$ cat src/rtl/usc_pkg.sv
// constants and types shared by the serial control and flag logic
`default_nettype none
package usc_pkg;
    // ************************************************************
    // register byte offsets on apb
    // ************************************************************
    localparam logic [7:0] USC_OFS_CTRL = 8'h00;
    localparam logic [7:0] USC_OFS_STAT = 8'h04;
    localparam logic [7:0] USC_OFS_CFG = 8'h08;
    localparam logic [7:0] USC_OFS_IRQ_STAT = 8'h0c;
    localparam logic [7:0] USC_OFS_IRQ_MASK = 8'h10;
    // ************************************************************
    // serial_port_control field positions
    // ************************************************************
    localparam int USC_BIT_MODE_LOW = 7;
    localparam int USC_BIT_MODE_SECOND = 6;
    localparam int USC_BIT_MPE = 5;
    localparam int USC_BIT_REN = 4;
    localparam int USC_BIT_TB8 = 3;
    localparam int USC_BIT_RB8 = 2;
    localparam int USC_BIT_TI = 1;
    localparam int USC_BIT_RI = 0;
    // ************************************************************
    // serial_status, config and interrupt field positions
    // ************************************************************
    localparam int USC_BIT_TXPOS = 6;
    localparam int USC_BIT_FE_STAT = 3;
    localparam int USC_BIT_FES = 6;
    localparam int USC_IRQ_RX = 0;
    localparam int USC_IRQ_TX = 1;
    localparam int USC_IRQ_FE = 2;
    localparam int USC_IRQ_W = 3;
    // ************************************************************
    // reset values
    // ************************************************************
    localparam logic [7:0] USC_RST_CTRL = 8'h00;
    localparam logic [7:0] USC_RST_STAT = 8'h00;
    localparam logic [7:0] USC_RST_CFG = 8'h00;
    localparam logic [2:0] USC_RST_IRQ = 3'h0;
    localparam logic [31:0] USC_RD_ZERO = 32'h00000000;
    // ************************************************************
    // operating modes
    // ************************************************************
    typedef enum logic [1:0] {
        USC_MODE_SHIFT = 2'h0,
        USC_MODE_ASYNC8 = 2'h1,
        USC_MODE_ASYNC9_FIX = 2'h2,
        USC_MODE_ASYNC9_VAR = 2'h3
    } usc_mode_type;
endpackage
`default_nettype wire

$ cat src/rtl/usc_evt_if.sv
// configuration and event signals between control top and event qualifiers
`default_nettype none
interface usc_evt_if;
    import usc_pkg::*;
    usc_mode_type mode;
    logic ren;
    logic mpe;
    logic fes;
    logic txpos;
    logic rx_set;
    logic rb8_load;
    logic rb8_val;
    logic fe_set;
    logic tx_set;
    modport top (output mode, ren, mpe, fes, txpos,
                 input rx_set, rb8_load, rb8_val, fe_set, tx_set);
    modport rxq (input mode, ren, mpe, fes,
                 output rx_set, rb8_load, rb8_val, fe_set);
    modport txe (input mode, txpos, output tx_set);
endinterface
`default_nettype wire

$ cat src/rtl/usc_top.sv
// serial port control register, flags and apb slave
// What this block does
// - shift mode: rx flag after eighth bit
// - eight-bit async: rx flag mid stop bit
// - nine-bit, select clear: rx flag mid ninth bit
// - nine-bit, select set: mid stop, multiproc qualified
// - hardware never clears tx or rx flag
// - shift mode: tx flag after eighth bit
// - async: tx flag at stop bit position
// - position bit: stop start or end, ignored shift
// - nine-bit modes: capture ninth data bit
// - eight-bit async: capture stop bit value
// - shift mode: ninth bit field undefined
// - select bit swaps bit 7 to framing error
//
// Local design decisions: the register offsets and register access over APB.
`default_nettype none
module usc_top
    import usc_pkg::*;
(
    input wire logic sys_clk_in,
    input wire logic rst_in,
    input wire logic psel_in,
    input wire logic penable_in,
    input wire logic pwrite_in,
    input wire logic [7:0] paddr_in,
    input wire logic [31:0] pwdata_in,
    output logic [31:0] prdata_out,
    output logic pready_out,
    output logic pslverr_out,
    input wire logic rx_bit8_done_in,
    input wire logic rx_ninth_mid_in,
    input wire logic rx_ninth_val_in,
    input wire logic rx_stop_mid_in,
    input wire logic rx_stop_val_in,
    input wire logic tx_bit8_done_in,
    input wire logic tx_stop_start_in,
    input wire logic tx_stop_end_in,
    output logic [1:0] mode_out,
    output logic rx_enable_out,
    output logic multiproc_enable_out,
    output logic tx_ninth_bit_out,
    output logic irq_out
);
    usc_evt_if evt ();

    logic mode_bit_low_select_ff;
    logic mode_bit_second_ff;
    logic multiproc_enable_ff;
    logic rx_enable_ff;
    logic tx_ninth_bit_ff;
    logic rx_ninth_bit_ff;
    logic tx_irq_flag_ff;
    logic rx_irq_flag_ff;
    logic framing_error_flag_ff;
    logic tx_irq_position_ff;
    logic frame_error_select_ff;
    logic [USC_IRQ_W-1:0] irq_stat_ff;
    logic [USC_IRQ_W-1:0] irq_mask_ff;
    logic [USC_IRQ_W-1:0] nxt_irq_stat;
    logic [USC_IRQ_W-1:0] irq_events;
    logic irq_ff;
    logic pready_ff;
    logic pslverr_ff;
    logic [31:0] prdata_ff;
    logic [31:0] nxt_rdata;
    logic nxt_err;
    logic wr_done;
    logic wr_ctrl;
    logic wr_stat;
    logic wr_cfg;
    logic wr_istat;
    logic wr_imask;
    logic [7:0] ctrl_view;
    logic [7:0] stat_view;
    logic [7:0] cfg_view;

    // ************************************************************
    // event qualifiers
    // ************************************************************
    assign evt.mode = usc_mode_type'({mode_bit_low_select_ff, mode_bit_second_ff});
    assign evt.ren = rx_enable_ff;
    assign evt.mpe = multiproc_enable_ff;
    assign evt.fes = frame_error_select_ff;
    assign evt.txpos = tx_irq_position_ff;

    usc_rx_qual u_rx_qual (
        .evt(evt.rxq),
        .rx_bit8_done_in(rx_bit8_done_in),
        .rx_ninth_mid_in(rx_ninth_mid_in),
        .rx_ninth_val_in(rx_ninth_val_in),
        .rx_stop_mid_in(rx_stop_mid_in),
        .rx_stop_val_in(rx_stop_val_in)
    );

    usc_tx_evt u_tx_evt (
        .evt(evt.txe),
        .tx_bit8_done_in(tx_bit8_done_in),
        .tx_stop_start_in(tx_stop_start_in),
        .tx_stop_end_in(tx_stop_end_in)
    );

    // ************************************************************
    // apb decode
    // ************************************************************
    // one wait state; write lands on the edge where pready is seen high
    assign wr_done = psel_in && penable_in && pwrite_in && pready_ff;
    assign wr_ctrl = wr_done && (paddr_in == USC_OFS_CTRL);
    assign wr_stat = wr_done && (paddr_in == USC_OFS_STAT);
    assign wr_cfg = wr_done && (paddr_in == USC_OFS_CFG);
    assign wr_istat = wr_done && (paddr_in == USC_OFS_IRQ_STAT);
    assign wr_imask = wr_done && (paddr_in == USC_OFS_IRQ_MASK);

    always_comb
    begin
        ctrl_view = USC_RST_CTRL;
        ctrl_view[USC_BIT_MODE_LOW] = frame_error_select_ff ? framing_error_flag_ff
                                                            : mode_bit_low_select_ff;
        ctrl_view[USC_BIT_MODE_SECOND] = mode_bit_second_ff;
        ctrl_view[USC_BIT_MPE] = multiproc_enable_ff;
        ctrl_view[USC_BIT_REN] = rx_enable_ff;
        ctrl_view[USC_BIT_TB8] = tx_ninth_bit_ff;
        ctrl_view[USC_BIT_RB8] = rx_ninth_bit_ff;
        ctrl_view[USC_BIT_TI] = tx_irq_flag_ff;
        ctrl_view[USC_BIT_RI] = rx_irq_flag_ff;
        stat_view = USC_RST_STAT;
        stat_view[USC_BIT_TXPOS] = tx_irq_position_ff;
        stat_view[USC_BIT_FE_STAT] = framing_error_flag_ff;
        cfg_view = USC_RST_CFG;
        cfg_view[USC_BIT_FES] = frame_error_select_ff;
        nxt_rdata = USC_RD_ZERO;
        nxt_err = 1'b0;
        case (paddr_in)
            USC_OFS_CTRL: nxt_rdata[7:0] = ctrl_view;
            USC_OFS_STAT: nxt_rdata[7:0] = stat_view;
            USC_OFS_CFG: nxt_rdata[7:0] = cfg_view;
            USC_OFS_IRQ_STAT: nxt_rdata[USC_IRQ_W-1:0] = irq_stat_ff;
            USC_OFS_IRQ_MASK: nxt_rdata[USC_IRQ_W-1:0] = irq_mask_ff;
            default: nxt_err = 1'b1;
        endcase
    end

    // ************************************************************
    // apb handshake
    // ************************************************************
    always_ff @(posedge sys_clk_in)
    begin
        if (rst_in)
        begin
            pready_ff <= 1'b0;
            pslverr_ff <= 1'b0;
            prdata_ff <= USC_RD_ZERO;
        end
        else
        begin
            pready_ff <= psel_in && penable_in && !pready_ff;
            pslverr_ff <= psel_in && penable_in && !pready_ff && nxt_err;
            if (psel_in && penable_in && !pready_ff && !pwrite_in)
            begin
                prdata_ff <= nxt_rdata;
            end
            else if (pready_ff)
            begin
                prdata_ff <= USC_RD_ZERO;
            end
        end
    end

    // ************************************************************
    // mode and software control bits
    // ************************************************************
    always_ff @(posedge sys_clk_in)
    begin
        if (rst_in)
        begin
            mode_bit_low_select_ff <= USC_RST_CTRL[USC_BIT_MODE_LOW];
            mode_bit_second_ff <= USC_RST_CTRL[USC_BIT_MODE_SECOND];
            multiproc_enable_ff <= USC_RST_CTRL[USC_BIT_MPE];
            rx_enable_ff <= USC_RST_CTRL[USC_BIT_REN];
            tx_ninth_bit_ff <= USC_RST_CTRL[USC_BIT_TB8];
        end
        else if (wr_ctrl)
        begin
            // bit 7 belongs to the error flag while the select bit is set
            if (!frame_error_select_ff)
            begin
                mode_bit_low_select_ff <= pwdata_in[USC_BIT_MODE_LOW];
            end
            mode_bit_second_ff <= pwdata_in[USC_BIT_MODE_SECOND];
            multiproc_enable_ff <= pwdata_in[USC_BIT_MPE];
            rx_enable_ff <= pwdata_in[USC_BIT_REN];
            tx_ninth_bit_ff <= pwdata_in[USC_BIT_TB8];
        end
    end

    // ************************************************************
    // status and config bits
    // ************************************************************
    always_ff @(posedge sys_clk_in)
    begin
        if (rst_in)
        begin
            tx_irq_position_ff <= USC_RST_STAT[USC_BIT_TXPOS];
            frame_error_select_ff <= USC_RST_CFG[USC_BIT_FES];
        end
        else
        begin
            if (wr_stat)
            begin
                tx_irq_position_ff <= pwdata_in[USC_BIT_TXPOS];
            end
            if (wr_cfg)
            begin
                frame_error_select_ff <= pwdata_in[USC_BIT_FES];
            end
        end
    end

    // ************************************************************
    // hardware flags: set wins over a software write
    // ************************************************************
    always_ff @(posedge sys_clk_in)
    begin
        if (rst_in)
        begin
            tx_irq_flag_ff <= USC_RST_CTRL[USC_BIT_TI];
        end
        else if (evt.tx_set)
        begin
            // only software can drop these, hardware only sets
            tx_irq_flag_ff <= 1'b1;
        end
        else if (wr_ctrl)
        begin
            tx_irq_flag_ff <= pwdata_in[USC_BIT_TI];
        end
    end

    always_ff @(posedge sys_clk_in)
    begin
        if (rst_in)
        begin
            rx_irq_flag_ff <= USC_RST_CTRL[USC_BIT_RI];
        end
        else if (evt.rx_set)
        begin
            rx_irq_flag_ff <= 1'b1;
        end
        else if (wr_ctrl)
        begin
            rx_irq_flag_ff <= pwdata_in[USC_BIT_RI];
        end
    end

    always_ff @(posedge sys_clk_in)
    begin
        if (rst_in)
        begin
            framing_error_flag_ff <= 1'b0;
        end
        else if (evt.fe_set)
        begin
            framing_error_flag_ff <= 1'b1;
        end
        else if (wr_ctrl && frame_error_select_ff)
        begin
            framing_error_flag_ff <= pwdata_in[USC_BIT_MODE_LOW];
        end
    end

    // ************************************************************
    // received ninth bit
    // ************************************************************
    always_ff @(posedge sys_clk_in)
    begin
        if (rst_in)
        begin
            rx_ninth_bit_ff <= USC_RST_CTRL[USC_BIT_RB8];
        end
        else if (evt.rb8_load)
        begin
            rx_ninth_bit_ff <= evt.rb8_val;
        end
        else if (wr_ctrl)
        begin
            rx_ninth_bit_ff <= pwdata_in[USC_BIT_RB8];
        end
    end

    // ************************************************************
    // interrupt status, mask and output
    // ************************************************************
    always_comb
    begin
        irq_events = USC_RST_IRQ;
        irq_events[USC_IRQ_RX] = evt.rx_set;
        irq_events[USC_IRQ_TX] = evt.tx_set;
        irq_events[USC_IRQ_FE] = evt.fe_set;
        nxt_irq_stat = irq_stat_ff;
        if (wr_istat)
        begin
            nxt_irq_stat = irq_stat_ff & ~pwdata_in[USC_IRQ_W-1:0];
        end
        nxt_irq_stat = nxt_irq_stat | irq_events;
    end

    always_ff @(posedge sys_clk_in)
    begin
        if (rst_in)
        begin
            irq_stat_ff <= USC_RST_IRQ;
        end
        else
        begin
            irq_stat_ff <= nxt_irq_stat;
        end
    end

    always_ff @(posedge sys_clk_in)
    begin
        if (rst_in)
        begin
            irq_mask_ff <= USC_RST_IRQ;
        end
        else if (wr_imask)
        begin
            irq_mask_ff <= pwdata_in[USC_IRQ_W-1:0];
        end
    end

    always_ff @(posedge sys_clk_in)
    begin
        if (rst_in)
        begin
            irq_ff <= 1'b0;
        end
        else
        begin
            // taken from the next status value, so it moves with the status bit and the pin is a flop
            irq_ff <= |(nxt_irq_stat & irq_mask_ff);
        end
    end

    // ************************************************************
    // outputs
    // ************************************************************
    assign prdata_out = prdata_ff;
    assign pready_out = pready_ff;
    assign pslverr_out = pslverr_ff;
    assign mode_out = {mode_bit_low_select_ff, mode_bit_second_ff};
    assign rx_enable_out = rx_enable_ff;
    assign multiproc_enable_out = multiproc_enable_ff;
    assign tx_ninth_bit_out = tx_ninth_bit_ff;
    assign irq_out = irq_ff;
endmodule // usc_top
`default_nettype wire

$ cat src/rtl/usc_rx_qual.sv
// receive interrupt timing, multiprocessor qualification, ninth bit capture
`default_nettype none
module usc_rx_qual
    import usc_pkg::*;
(
    usc_evt_if.rxq evt,
    input wire logic rx_bit8_done_in,
    input wire logic rx_ninth_mid_in,
    input wire logic rx_ninth_val_in,
    input wire logic rx_stop_mid_in,
    input wire logic rx_stop_val_in
);
    logic nine_point;
    logic qual_ok;
    // ************************************************************
    // event selection per mode
    // ************************************************************
    always_comb
    begin
        nine_point = evt.fes ? rx_stop_mid_in : rx_ninth_mid_in;
        qual_ok = !evt.mpe || rx_ninth_val_in;
        evt.rx_set = 1'b0;
        evt.rb8_load = 1'b0;
        evt.rb8_val = 1'b0;
        evt.fe_set = 1'b0;
        case (evt.mode)
            USC_MODE_SHIFT:
            begin
                // ninth bit left untouched, it has no meaning here
                evt.rx_set = evt.ren && rx_bit8_done_in;
            end
            USC_MODE_ASYNC8:
            begin
                // multiproc bit is assumed zero by software here
                evt.rx_set = evt.ren && rx_stop_mid_in;
                evt.rb8_load = evt.rx_set;
                evt.rb8_val = rx_stop_val_in;
                evt.fe_set = evt.ren && rx_stop_mid_in && !rx_stop_val_in;
            end
            USC_MODE_ASYNC9_FIX, USC_MODE_ASYNC9_VAR:
            begin
                evt.rx_set = evt.ren && nine_point && qual_ok;
                evt.rb8_load = evt.rx_set;
                evt.rb8_val = rx_ninth_val_in;
                evt.fe_set = evt.ren && rx_stop_mid_in && !rx_stop_val_in;
            end
            default:
            begin
                evt.rx_set = 1'b0;
            end
        endcase
    end
endmodule // usc_rx_qual
`default_nettype wire

$ cat src/rtl/usc_tx_evt.sv
// transmit interrupt timing per mode and position setting
`default_nettype none
module usc_tx_evt
    import usc_pkg::*;
(
    usc_evt_if.txe evt,
    input wire logic tx_bit8_done_in,
    input wire logic tx_stop_start_in,
    input wire logic tx_stop_end_in
);
    // ************************************************************
    // event selection
    // ************************************************************
    always_comb
    begin
        case (evt.mode)
            // position bit ignored in shift mode so a stray one cannot move the flag
            USC_MODE_SHIFT: evt.tx_set = tx_bit8_done_in;
            default: evt.tx_set = evt.txpos ? tx_stop_end_in : tx_stop_start_in;
        endcase
    end
endmodule // usc_tx_evt
`default_nettype wire

$ cat config.mk
export PLATFORM = sky130hd
export DESIGN_NAME = usc_top
export DESIGN_NICKNAME = d
export VERILOG_FILES = /design/src/rtl/usc_pkg.sv /design/src/rtl/usc_evt_if.sv /design/src/rtl/usc_top.sv /design/src/rtl/usc_rx_qual.sv /design/src/rtl/usc_tx_evt.sv
export SDC_FILE = /design/constraint.sdc
export NUM_CORES = 1
export LEC_CHECK = 0
export ABC_AREA = 1
export BUFFER_PORTS_ARGS = -buffer_cell sky130_fd_sc_hd__buf_4
export CAP_MARGIN = 0
export CORE_MARGIN = 3
export CORE_UTILIZATION = 38
export DETAILED_ROUTE_END_ITERATION = 12
export HOLD_SLACK_MARGIN = 0.12
export PLACE_DENSITY = 0.81
export REMOVE_ABC_BUFFERS = 1
export SETUP_SLACK_MARGIN = 0.1
export SLEW_MARGIN = 0
export SYNTH_ARGS = -nofsm -noshare
export SYNTH_HDL_FRONTEND = slang
export SYNTH_SLANG_ARGS = --single-unit
$ cat constraint.sdc
create_clock -name sys_clk_in -period 1.3 [get_ports sys_clk_in]
set_input_delay 0.065 -clock sys_clk_in [delete_from_list [all_inputs] [get_ports sys_clk_in]]
set_output_delay 0.065 -clock sys_clk_in [all_outputs]
set_load 0.05 [all_outputs]
### Word level (Yosys, flattened, before mapping)

Cells that the tools add are included.

| word-level totals | value |
|---|---|
| bits of input ports | 53 |
| bits in registers | 28 |
| output and inout bits | 40 |
| logic and storage cells | 85 |

| cells by class | value |
|---|---|
| reductions and logical operators | 34 |
| muxes and demuxes | 22 |
| equal/unequal tests | 7 |
| bitwise logic cells | 5 |

Operator list:

| kind | number |
|---|---|
| logical AND 1 bit | 17 |
| == test 8 x 4 -> 1 bit (second input constant) | 2 |
| 2-to-1 mux 8 bit | 2 |
| one-hot mux 5 bit (3 select lines) | 1 |
| 2-to-1 mux 1 bit | 14 |
| nonzero test 2 bit | 5 |
| one-hot mux 3 bit (3 select lines) | 1 |
| == test 8 x 3 -> 1 bit (second input constant) | 1 |
| == test 8 x 5 -> 1 bit (second input constant) | 1 |
| zero test 8 bit | 1 |
| bitwise AND 3 bit | 2 |
| OR reduction 3 bit | 2 |
| OR reduction 5 bit | 1 |
| == test 2 bit (second input constant) | 2 |
| zero test 1 bit | 4 |
| one-hot mux 1 bit (2 select lines) | 2 |
| 2-to-1 mux 3 bit | 1 |
| inverter 3 bit | 1 |
| OR 3 bit | 1 |
| one-hot mux 1 bit (3 select lines) | 1 |
| == test 2 x 1 -> 1 bit (second input constant) | 1 |
| zero test 2 bit | 1 |
| AND reduction 2 bit | 1 |
| OR reduction 2 bit | 1 |
| 2 further kinds | 2 |

### Logic depth before layout (Yosys ltp)

Gate-level depths: netlist (run 1).

| logic depth | value |
|---|---|
| word-level depth | 8 |
| gate-level depth with buffers | 9 |
| gate-level depth less buffers | 9 |

### Cells and area by module

From an unflattened synthesis (run 1), not the netlist that was laid out.

| second synthesis, totals | value |
|---|---|
| cells, all modules | 241 |
| area, all modules | 1721.7 µm² |

By module, submodules not included:

| module | cells an instance | area each (µm²) | sequential area each (µm²) | times used |
|---|---|---|---|---|
| usc_top | 215 | 1606.5 | 560.5 | 1 |
| usc_rx_qual | 17 | 78.8 | 0.0 | 1 |
| usc_tx_evt | 9 | 36.3 | 0.0 | 1 |

### Worst setup path before layout (run 1)

No wires, ideal clock.

| timing path | value |
|---|---|
| kind | register to register |
| from | register pready_ff (netlist: pready_out) |
| to | register mode_bit_low_select_ff |
| buffers on the path | 1 |
| slack | -0.262 ns |
| clock period less this slack | 1.562 ns |
| data required time | 1.178 ns |
| stages on the path, launching flop included | 7 |
| data arrival time | 1.440 ns |
| setup time | 0.122 ns |
| cell sequence | dfxtp_1 > nand2_1 > nor2_4 > nand2_4 > buf_6 > o21ai_0 > a21oi_1 |

| on the way | value |
|---|---|
| word-level cells in the longest chain between the ends | 3 |

RTL lines:

| item | line | source |
|---|---|---|
| start, declared | usc_top.sv:63 | `logic pready_ff;` |
| start signal, assigned | usc_top.sv:156 | `pready_ff <= psel_in && penable_in && !pready_ff;` |
| logical AND 1 bit | usc_top.sv:107 | `assign wr_done = psel_in && penable_in && pwrite_in && pready_ff;` |
| logical AND 1 bit | usc_top.sv:108 | `assign wr_ctrl = wr_done && (paddr_in == USC_OFS_CTRL);` |
| AND reduction 2 bit (no source line) | - |  |
| end signal, assigned | usc_top.sv:176 | `mode_bit_low_select_ff <= USC_RST_CTRL[USC_BIT_MODE_LOW];` |
| end signal, assigned | usc_top.sv:187 | `mode_bit_low_select_ff <= pwdata_in[USC_BIT_MODE_LOW];` |
| end, declared | usc_top.sv:47 | `logic mode_bit_low_select_ff;` |

Every way passes these cells.
A chain may end at the register's enable or synchronous reset.

### Final worst setup path (run 1)

| timing path | value |
|---|---|
| from | register pready_ff (netlist: pready_out) |
| to | register irq_ff (netlist: irq_out) |

| on the way | value |
|---|---|
| word-level cells in the longest chain between the ends | 6 |

RTL lines:

| item | line | source |
|---|---|---|
| logical AND 1 bit | usc_top.sv:107 |  |
| logical AND 1 bit | usc_top.sv:111 | `assign wr_istat = wr_done && (paddr_in == USC_OFS_IRQ_STAT);` |
| 2-to-1 mux 3 bit | usc_top.sv:300 | `if (wr_istat)` |
| OR 3 bit | usc_top.sv:304 | `nxt_irq_stat = nxt_irq_stat \| irq_events;` |
| bitwise AND 3 bit | usc_top.sv:340 | `irq_ff <= \|(nxt_irq_stat & irq_mask_ff);` |
| OR reduction 3 bit | usc_top.sv:340 |  |
| end signal, assigned | usc_top.sv:340 |  |
| end, declared | usc_top.sv:62 | `logic irq_ff;` |

Every way passes these cells.

==> results of run 1 <==
## worst max-delay path, stage by stage (launching register included)
cell and delay [ns]:
dfxtp_2 0.34, nand2_2 0.06, nor2_4 0.14, buf_12 0.14, nand3_2 0.09, nand2_2 0.08
nand3_2 0.08, nand3_1 0.09, nand3_1 0.09
## flip-flops by register name, indices dropped and copies added (netlist names)
signal	cells
evt.fes	1
evt.txpos	1
framing_error_flag_ff	1
irq_mask_ff	3
irq_out	1
irq_stat_ff	3
mode_bit_low_select_ff	1
mode_bit_second_ff	1
multiproc_enable_out	1
prdata_out	8
pready_out	1
pslverr_out	1
rx_enable_out	1
rx_irq_flag_ff	1
rx_ninth_bit_ff	1
tx_irq_flag_ff	1
tx_ninth_bit_out	1
## cell type report
class,instances,share of cell area [%]
multi-input cells,178,40.2
flip-flops and latches,28,24.9
inverters,30,5.15
repair buffers,68,23.9
clock buffers,3,1.81
clock inverters,1,1.32
well taps,50,2.74
## layout by cell type (no fill, tap or decap), types with 2 or more instances in the layout
| cell type | n |
|---|---|
| buf_4 | 58 |
| nand2_1 | 51 |
| inv_1 | 27 |
| nand3_1 | 24 |
| conb_1 | 24 |
| dfxtp_1 | 24 |
| a21oi_1 | 17 |
| nor2_1 | 15 |
| o21ai_0 | 13 |
| dlygate4sd3_1 | 8 |
| nor2_4 | 5 |
| nand2_2 | 4 |
| nor2_2 | 3 |
| o21ai_2 | 3 |
| nor3_2 | 3 |
| clkbuf_8 | 3 |
| dfxtp_2 | 3 |
| nand2_4 | 2 |
| inv_4 | 2 |
| a31oi_1 | 2 |
| o21ai_1 | 2 |
| nand3_2 | 2 |
## worst max path at each step
| stage | end | cells past startpoint |
|---|---|---|
| finish | irq_out$_SDFF_PP0_ | 8 |
| global route | irq_out$_SDFF_PP0_ | 8 |
| CTS | evt.fes$_SDFFE_PP0P_ | 6 |
| detailed placement | rx_irq_flag_ff$_SDFFE_PP0P_ | 7 |
| global placement | rx_ninth_bit_ff$_SDFFE_PP0P_ | 7 |
| floorplan | framing_error_flag_ff$_SDFFE_PP0P_ | 7 |
## what timing repair did
action / CTS / global route
pin swaps: 0 / 6
setup endpoints to repair: 8 / 19
setup buffers: 1 / 5
gates cloned: 0 / 1
resized for setup: 4 / 18
endpoints found under the hold margin: 22 / 14
## cells in the mapped netlist
cell type  instances  area share [%]
a21oi_1           17             5.1
a31oi_1            2            0.75
buf_4             26              12
buf_6              1            0.67
clkbuf_1           2            0.45
conb_1             1            0.22
dfxtp_1           28              33
inv_1             29             6.5
inv_2              1            0.22
nand2_1           53              12
nand2_2            1            0.37
nand2_4            2             1.3
nand3_1           26             7.8
nand3_4            1             1.0
nand4_1            1            0.37
nor2_1            16             3.6
nor2_2             3             1.1
nor2_4             4             2.7
nor2_8             1             1.2
nor3_1             2            0.60
nor3_2             3             1.8
nor3b_1            1            0.45
o21ai_0           16             4.8
o21ai_2            2             1.0
o21bai_1           1            0.45
o31ai_1            1            0.45
## per-layer routing
layer  vias up  GRT usage [%]
li1        861              -
met1       756           18.9
met2        67           26.1
met3         2           4.16
met4         0           3.07
met5         -              0
## stage by stage
stage,setup slack [ns],cell area [µm²],TNS (ns)
6_report,0.0889,2280,0
3_3_place_gp,0.0538,2010,0
5_1_grt,0.0103,2280,0
4_1_cts,0.0731,2180,0
2_1_floorplan,-0.265,1550,-4.47
3_5_place_dp,0.0389,2010,0
## power groups by stage
stage	sequential, µW	clock [µW]	combinational (µW)
global route	866	740	385
detailed placement	887	0	333
global placement	887	0	331
CTS	867	692	353
floorplan	897	0	214
finish	865	683	360
## kinds of logic after synthesis
family	after synthesis	share of synthesized area [%]
compound gates	39	12.6
buf+inv	59	19.5
flops	28	33.5
other cells	1	0.224
simple gates	114	34.2
==> results.yml, run 1 <==
outcome:
  status: "finished, final reports clean"
timing:
  min_period_over_period_pct: 93.2
  fin_worst_skew_ns: 0.00212
  rsz0062_at_grt: "true"
  max_freq_mhz: 826
  period_needed_ns: 1.21
  setup_viol: 0
  holdWs_ns: 0.0737
  slew_violations: 0
  finalHoldViolCount: 0
route:
  wirelength_um: 4030
  drt-pass1-iter-count: 4
  maxUsedRoutingLayer: "met4"
  wire_per_inst_um: 11.3
  routed_via_density: 4.71
  vias: 1686
  ant_nets: 0
  drc_errors: 0
  met1_length_um: 1690
  first_iter_violations: 103
  wl_met3_um: 341
  wl_met2_um: 1980
clock_tree:
  cts_hold_buffers: 8
  h-tree-depth: 1
  cts_num_sinks: 28
  clockBufferDepth: 2
  clkTransAtPathRegs_ns: 0.09
  numCtsBuffers: 3
  root_buffer: "clkbuf_8"
  clk_latency_ns: 0.27
  cts_tree: "built"
global_route:
  grt.total_usage_pct: 15.1
  grt_pass1_wl_um: 6430
  grt_max_degree: 17
  grt_pass1_vias: 1486
  overflow: 0
  antenna_found_initial: 0
placed_design:
  place_inst: 339
  hpwl_um: 3000
  gp_congestion: 0.906
  io_buffers: 44
power_and_ir_drop:
  p_int_uw: 1380
  power_uw: 1910
  power_density_mw_per_mm2: 836
  ir_drop_v: 0.000576
  p_switching_uw: 530
  p_leak_uw: 0.00115
  power_frac_clock_pct: 35.8
  p_comb_share_pct: 18.9
  power_frac_seq_pct: 45.3
  switching_share_pct: 27.8
critical_path:
  required_ns: 1.47
  crit_type: "reg2reg"
  crit_fanout: 7
  r2r_end: "irq_out$_SDFF_PP0_"
  crit_path_end_kind: "flip-flop"
  cp.arrival_ns: 1.38
  cp-startpoint: "pready_out$_SDFF_PP0_"
  ff2ff_path_depth: 8
  worstReg2RegStart: "pready_out$_SDFF_PP0_"
  start_kind: "flip-flop"
  worst-r2r-setup-slack_ns: 0.09
synthesis:
  ys_seq_area_share_pct: 33.5
  syn_area_mm2: 0.00167
  avgSynthCellArea_um2: 6.95
  yosysWarnings: 0
  ys_ff_latch: 28
  ys_types: 26
  synthCells: 241
die:
  core_mm2: 0.00412
  rows: 23
  io_pins: 93
  die_x_um: 72.4
  die_y_um: 72.4
  start_util_pct: 40.7
  die_area_mm2: 0.00524
layout:
  multi_input_area_um2: 917
  drive_above_1_share_pct: 31.2
  fillCellCount: 409
  antenna_cells: 0
  seq_area_um2: 568
  nets: 362
  final_cells: 358
  syn2layout_area_growth_pct: 36.4
  fin_util_pct: 55.5
hold_path:
  hold_end: "prdata_out[4]$_SDFFE_PP0P_"
  worstHoldStart: "rst_in"
  hp-class: "in2reg"
  hold_path_depth: 2
flow_run:
  drv_cap: 0
No activity file was read; power rests on OpenSTA's default activity.
==> run 2: changes to the inputs <==
--- a/config.mk
+++ b/config.mk
@@ -5,14 +5,13 @@
 export SDC_FILE = /design/constraint.sdc
 export NUM_CORES = 1
 export LEC_CHECK = 0
-export ABC_AREA = 1
 export BUFFER_PORTS_ARGS = -buffer_cell sky130_fd_sc_hd__buf_4
 export CAP_MARGIN = 0
 export CORE_MARGIN = 3
 export CORE_UTILIZATION = 38
 export DETAILED_ROUTE_END_ITERATION = 12
 export HOLD_SLACK_MARGIN = 0.12
-export PLACE_DENSITY = 0.81
+export PLACE_DENSITY = 0.82
 export REMOVE_ABC_BUFFERS = 1
 export SETUP_SLACK_MARGIN = 0.1
 export SLEW_MARGIN = 0
==> results.yml, run 2 <==
synthesis:
  synth_top_family_by_area: "simple AND/OR/NAND/NOR gates"
  synth_edf_count: 0
  synth_common_cells: "28 x dfxtp_1, 26 x buf_4, 19 x nand2_1"
  yosysMostFrequentCell: "dfxtp_1"
  ys_seq_area_share_pct: 34.8
  yosys.area_share.adder_pct: 0
  synth_mux_area_share_pct: 7.76
  synthSimpleGateAreaFrac_pct: 26.8
  synth-xor-area-share_pct: 0
  synth_compound_area_share_pct: 15.3
  syn_area_mm2: 0.00161
  async_flop_share_pct: 0
  synth_area_leader_cell: "dfxtp_1"
  ys_types: 40
  avgSynthCellArea_um2: 8.39
  synthDominantCellAreaShare_pct: 34.8
  ys_ff_latch: 28
  synth_area_leaders: "dfxtp_1 35%, buf_4 12%, mux2i_1 5.0%"
  synthCells: 192
  yosysWarnings: 0
  ys.flop_type: "dfxtp_1"
die:
  io_pins: 93
  start_util_pct: 39.7
  die_area_mm2: 0.00506
  die_y_um: 71.1
  rows: 23
  die_x_um: 71.1
  core_mm2: 0.00406
layout:
  finalInstanceArea_mm2: 0.00256
  multi_input_area_mm2: 0.00110
  layout_commonest_cell: "buf_4"
  largest_register_ffs: 8
  final_cell_mix: "85 x buf_4, 25 x dfxtp_1, 24 x conb_1"
  nets: 338
  fin_util_pct: 63.2
  syn2layout_area_growth_pct: 59.1
  final_cells: 333
  drive_above_1_share_pct: 49.5
  antenna_cells: 0
  seq_area_um2: 567
  fillCellCount: 329
global_route:
  grt_pass1_wl_um: 7700
  grt_pass1_vias: 1659
  antenna_found_initial: 0
  overflow: 0
  grt.total_usage_pct: 18.8
  grt_max_degree: 17
flow_run:
  drv_cap: 0
placed_design:
  io_buffers: 44
  placed_area_mm2: 0.00217
  place_inst: 317
  place_ws_ns: -0.530
  gp_congestion: 0.858
  hpwl_um: 3470
timing:
  period_needed_ns: 1.57
  min_period_over_period_pct: 121
  max_freq_mhz: 637
  fin_worst_skew_ns: 0.000694
  slew_violations: 0
  setup_slack_ns: -0.270
  finalHoldViolCount: 0
  setup_viol: 22
  rsz0062_at_grt: "true"
outcome:
  violations: "negative setup slack"
  status: "complete, but fails checks"
route:
  wirelength_um: 5250
  first_iter_violations: 173
  drc_errors: 0
  ant_nets: 0
  routed_via_density: 5.32
  wire_per_inst_um: 15.8
  vias: 1773
  drt-pass1-iter-count: 4
clock_tree:
  root_buffer: "clkbuf_8"
  cts_num_sinks: 28
  numCtsBuffers: 3
  clk_latency_ns: 0.27
  cts_tree: "built"
  h-tree-depth: 1
  clkTransAtPathRegs_ns: 0.09
  clockBufferDepth: 2
power_and_ir_drop:
  power_uw: 1770
  ir_drop_v: 0.000420
  p_leak_uw: 0.00109
  power_density_mw_per_mm2: 691
hold_path:
  hp-class: "in2reg"
  hold_path_depth: 3
critical_path:
  crit_type: "reg2reg"
  start_kind: "flip-flop"
  ff2ff_path_depth: 4
  crit_path_end_kind: "flip-flop"
  cp.arrival_ns: 1.74
  required_ns: 1.47
  crit_fanout: 2
-- run 2: power breakdown --
group	internal (µW)	switching (µW)	leakage [µW]
Sequential	862	4.54	0.000228
Clock	208	256	0.0000216
Combinational	153	289	0.000843
-- run 2: final timing paths --
path / startpoint / to / slack [ns]
min: rst_in / prdata_out[6]$_SDFFE_PP0P_ / 0.15
max reg2reg: pready_out$_SDFF_PP0_ / irq_out$_SDFF_PP0_ / -0.27
min reg2reg: prdata_out[1]$_SDFFE_PP0P_ / prdata_out[1]$_SDFFE_PP0P_ / 0.49
max: pready_out$_SDFF_PP0_ / irq_out$_SDFF_PP0_ / -0.27
-- run 2: logic make-up (layout without fill, tap and decap cells) --
logic type	Yosys count	after routing
other	1	24
DFF	28	28
and+or+nand+nor	77	77
buffers and inverters	37	105
AOI/OAI and AO/OA	37	37
muxes	12	12
-- run 2: routing by layer --
layer | wire length (µm) | global-route usage [%] | vias up
met3 | 357 | 1.70 | 13
li1 | - | - | 832
met4 | 134 | 5.64 | 0
met5 | 0 | 0 | -
met1 | 2140 | 25.1 | 827
met2 | 2620 | 32.3 | 101
-- run 2: worst max-delay path: stages (launching register included) --
cell and delay [ns]:
dfxtp_2 0.34, nand4_1 0.13, or4_4 0.53, and4b_1 0.20, a2111o_1 0.27
-- run 2: repair_timing --
| item | 4_1_cts | 5_1_grt |
|---|---|---|
| hold buffers | 8 | 0 |
| hold endpoints to repair | 14 | 0 |
| setup endpoints to repair | 25 | 27 |
| pin swaps | 7 | 20 |
| buffers inserted | 1 | 4 |
| gates resized for setup | 20 | 36 |
-- run 2: area by class of cell --
type	instances	area share [%]
Inverter	3	0.439
Clock buffer	3	1.61
Multi-Input combinational cell	150	42.8
Tap cell	50	2.44
Sequential cell	28	22.1
Timing Repair Buffer	99	30.6
-- run 2: through the flow --
step | TNS (ns) | hold WS, ns
3_3_place_gp | -3.61 | 0.326
5_1_grt | -3.80 | 0.161
6_report | -2.80 | 0.150
3_5_place_dp | -4.33 | 0.328
2_1_floorplan | -7.84 | 0.134
4_1_cts | -1.39 | 0.146
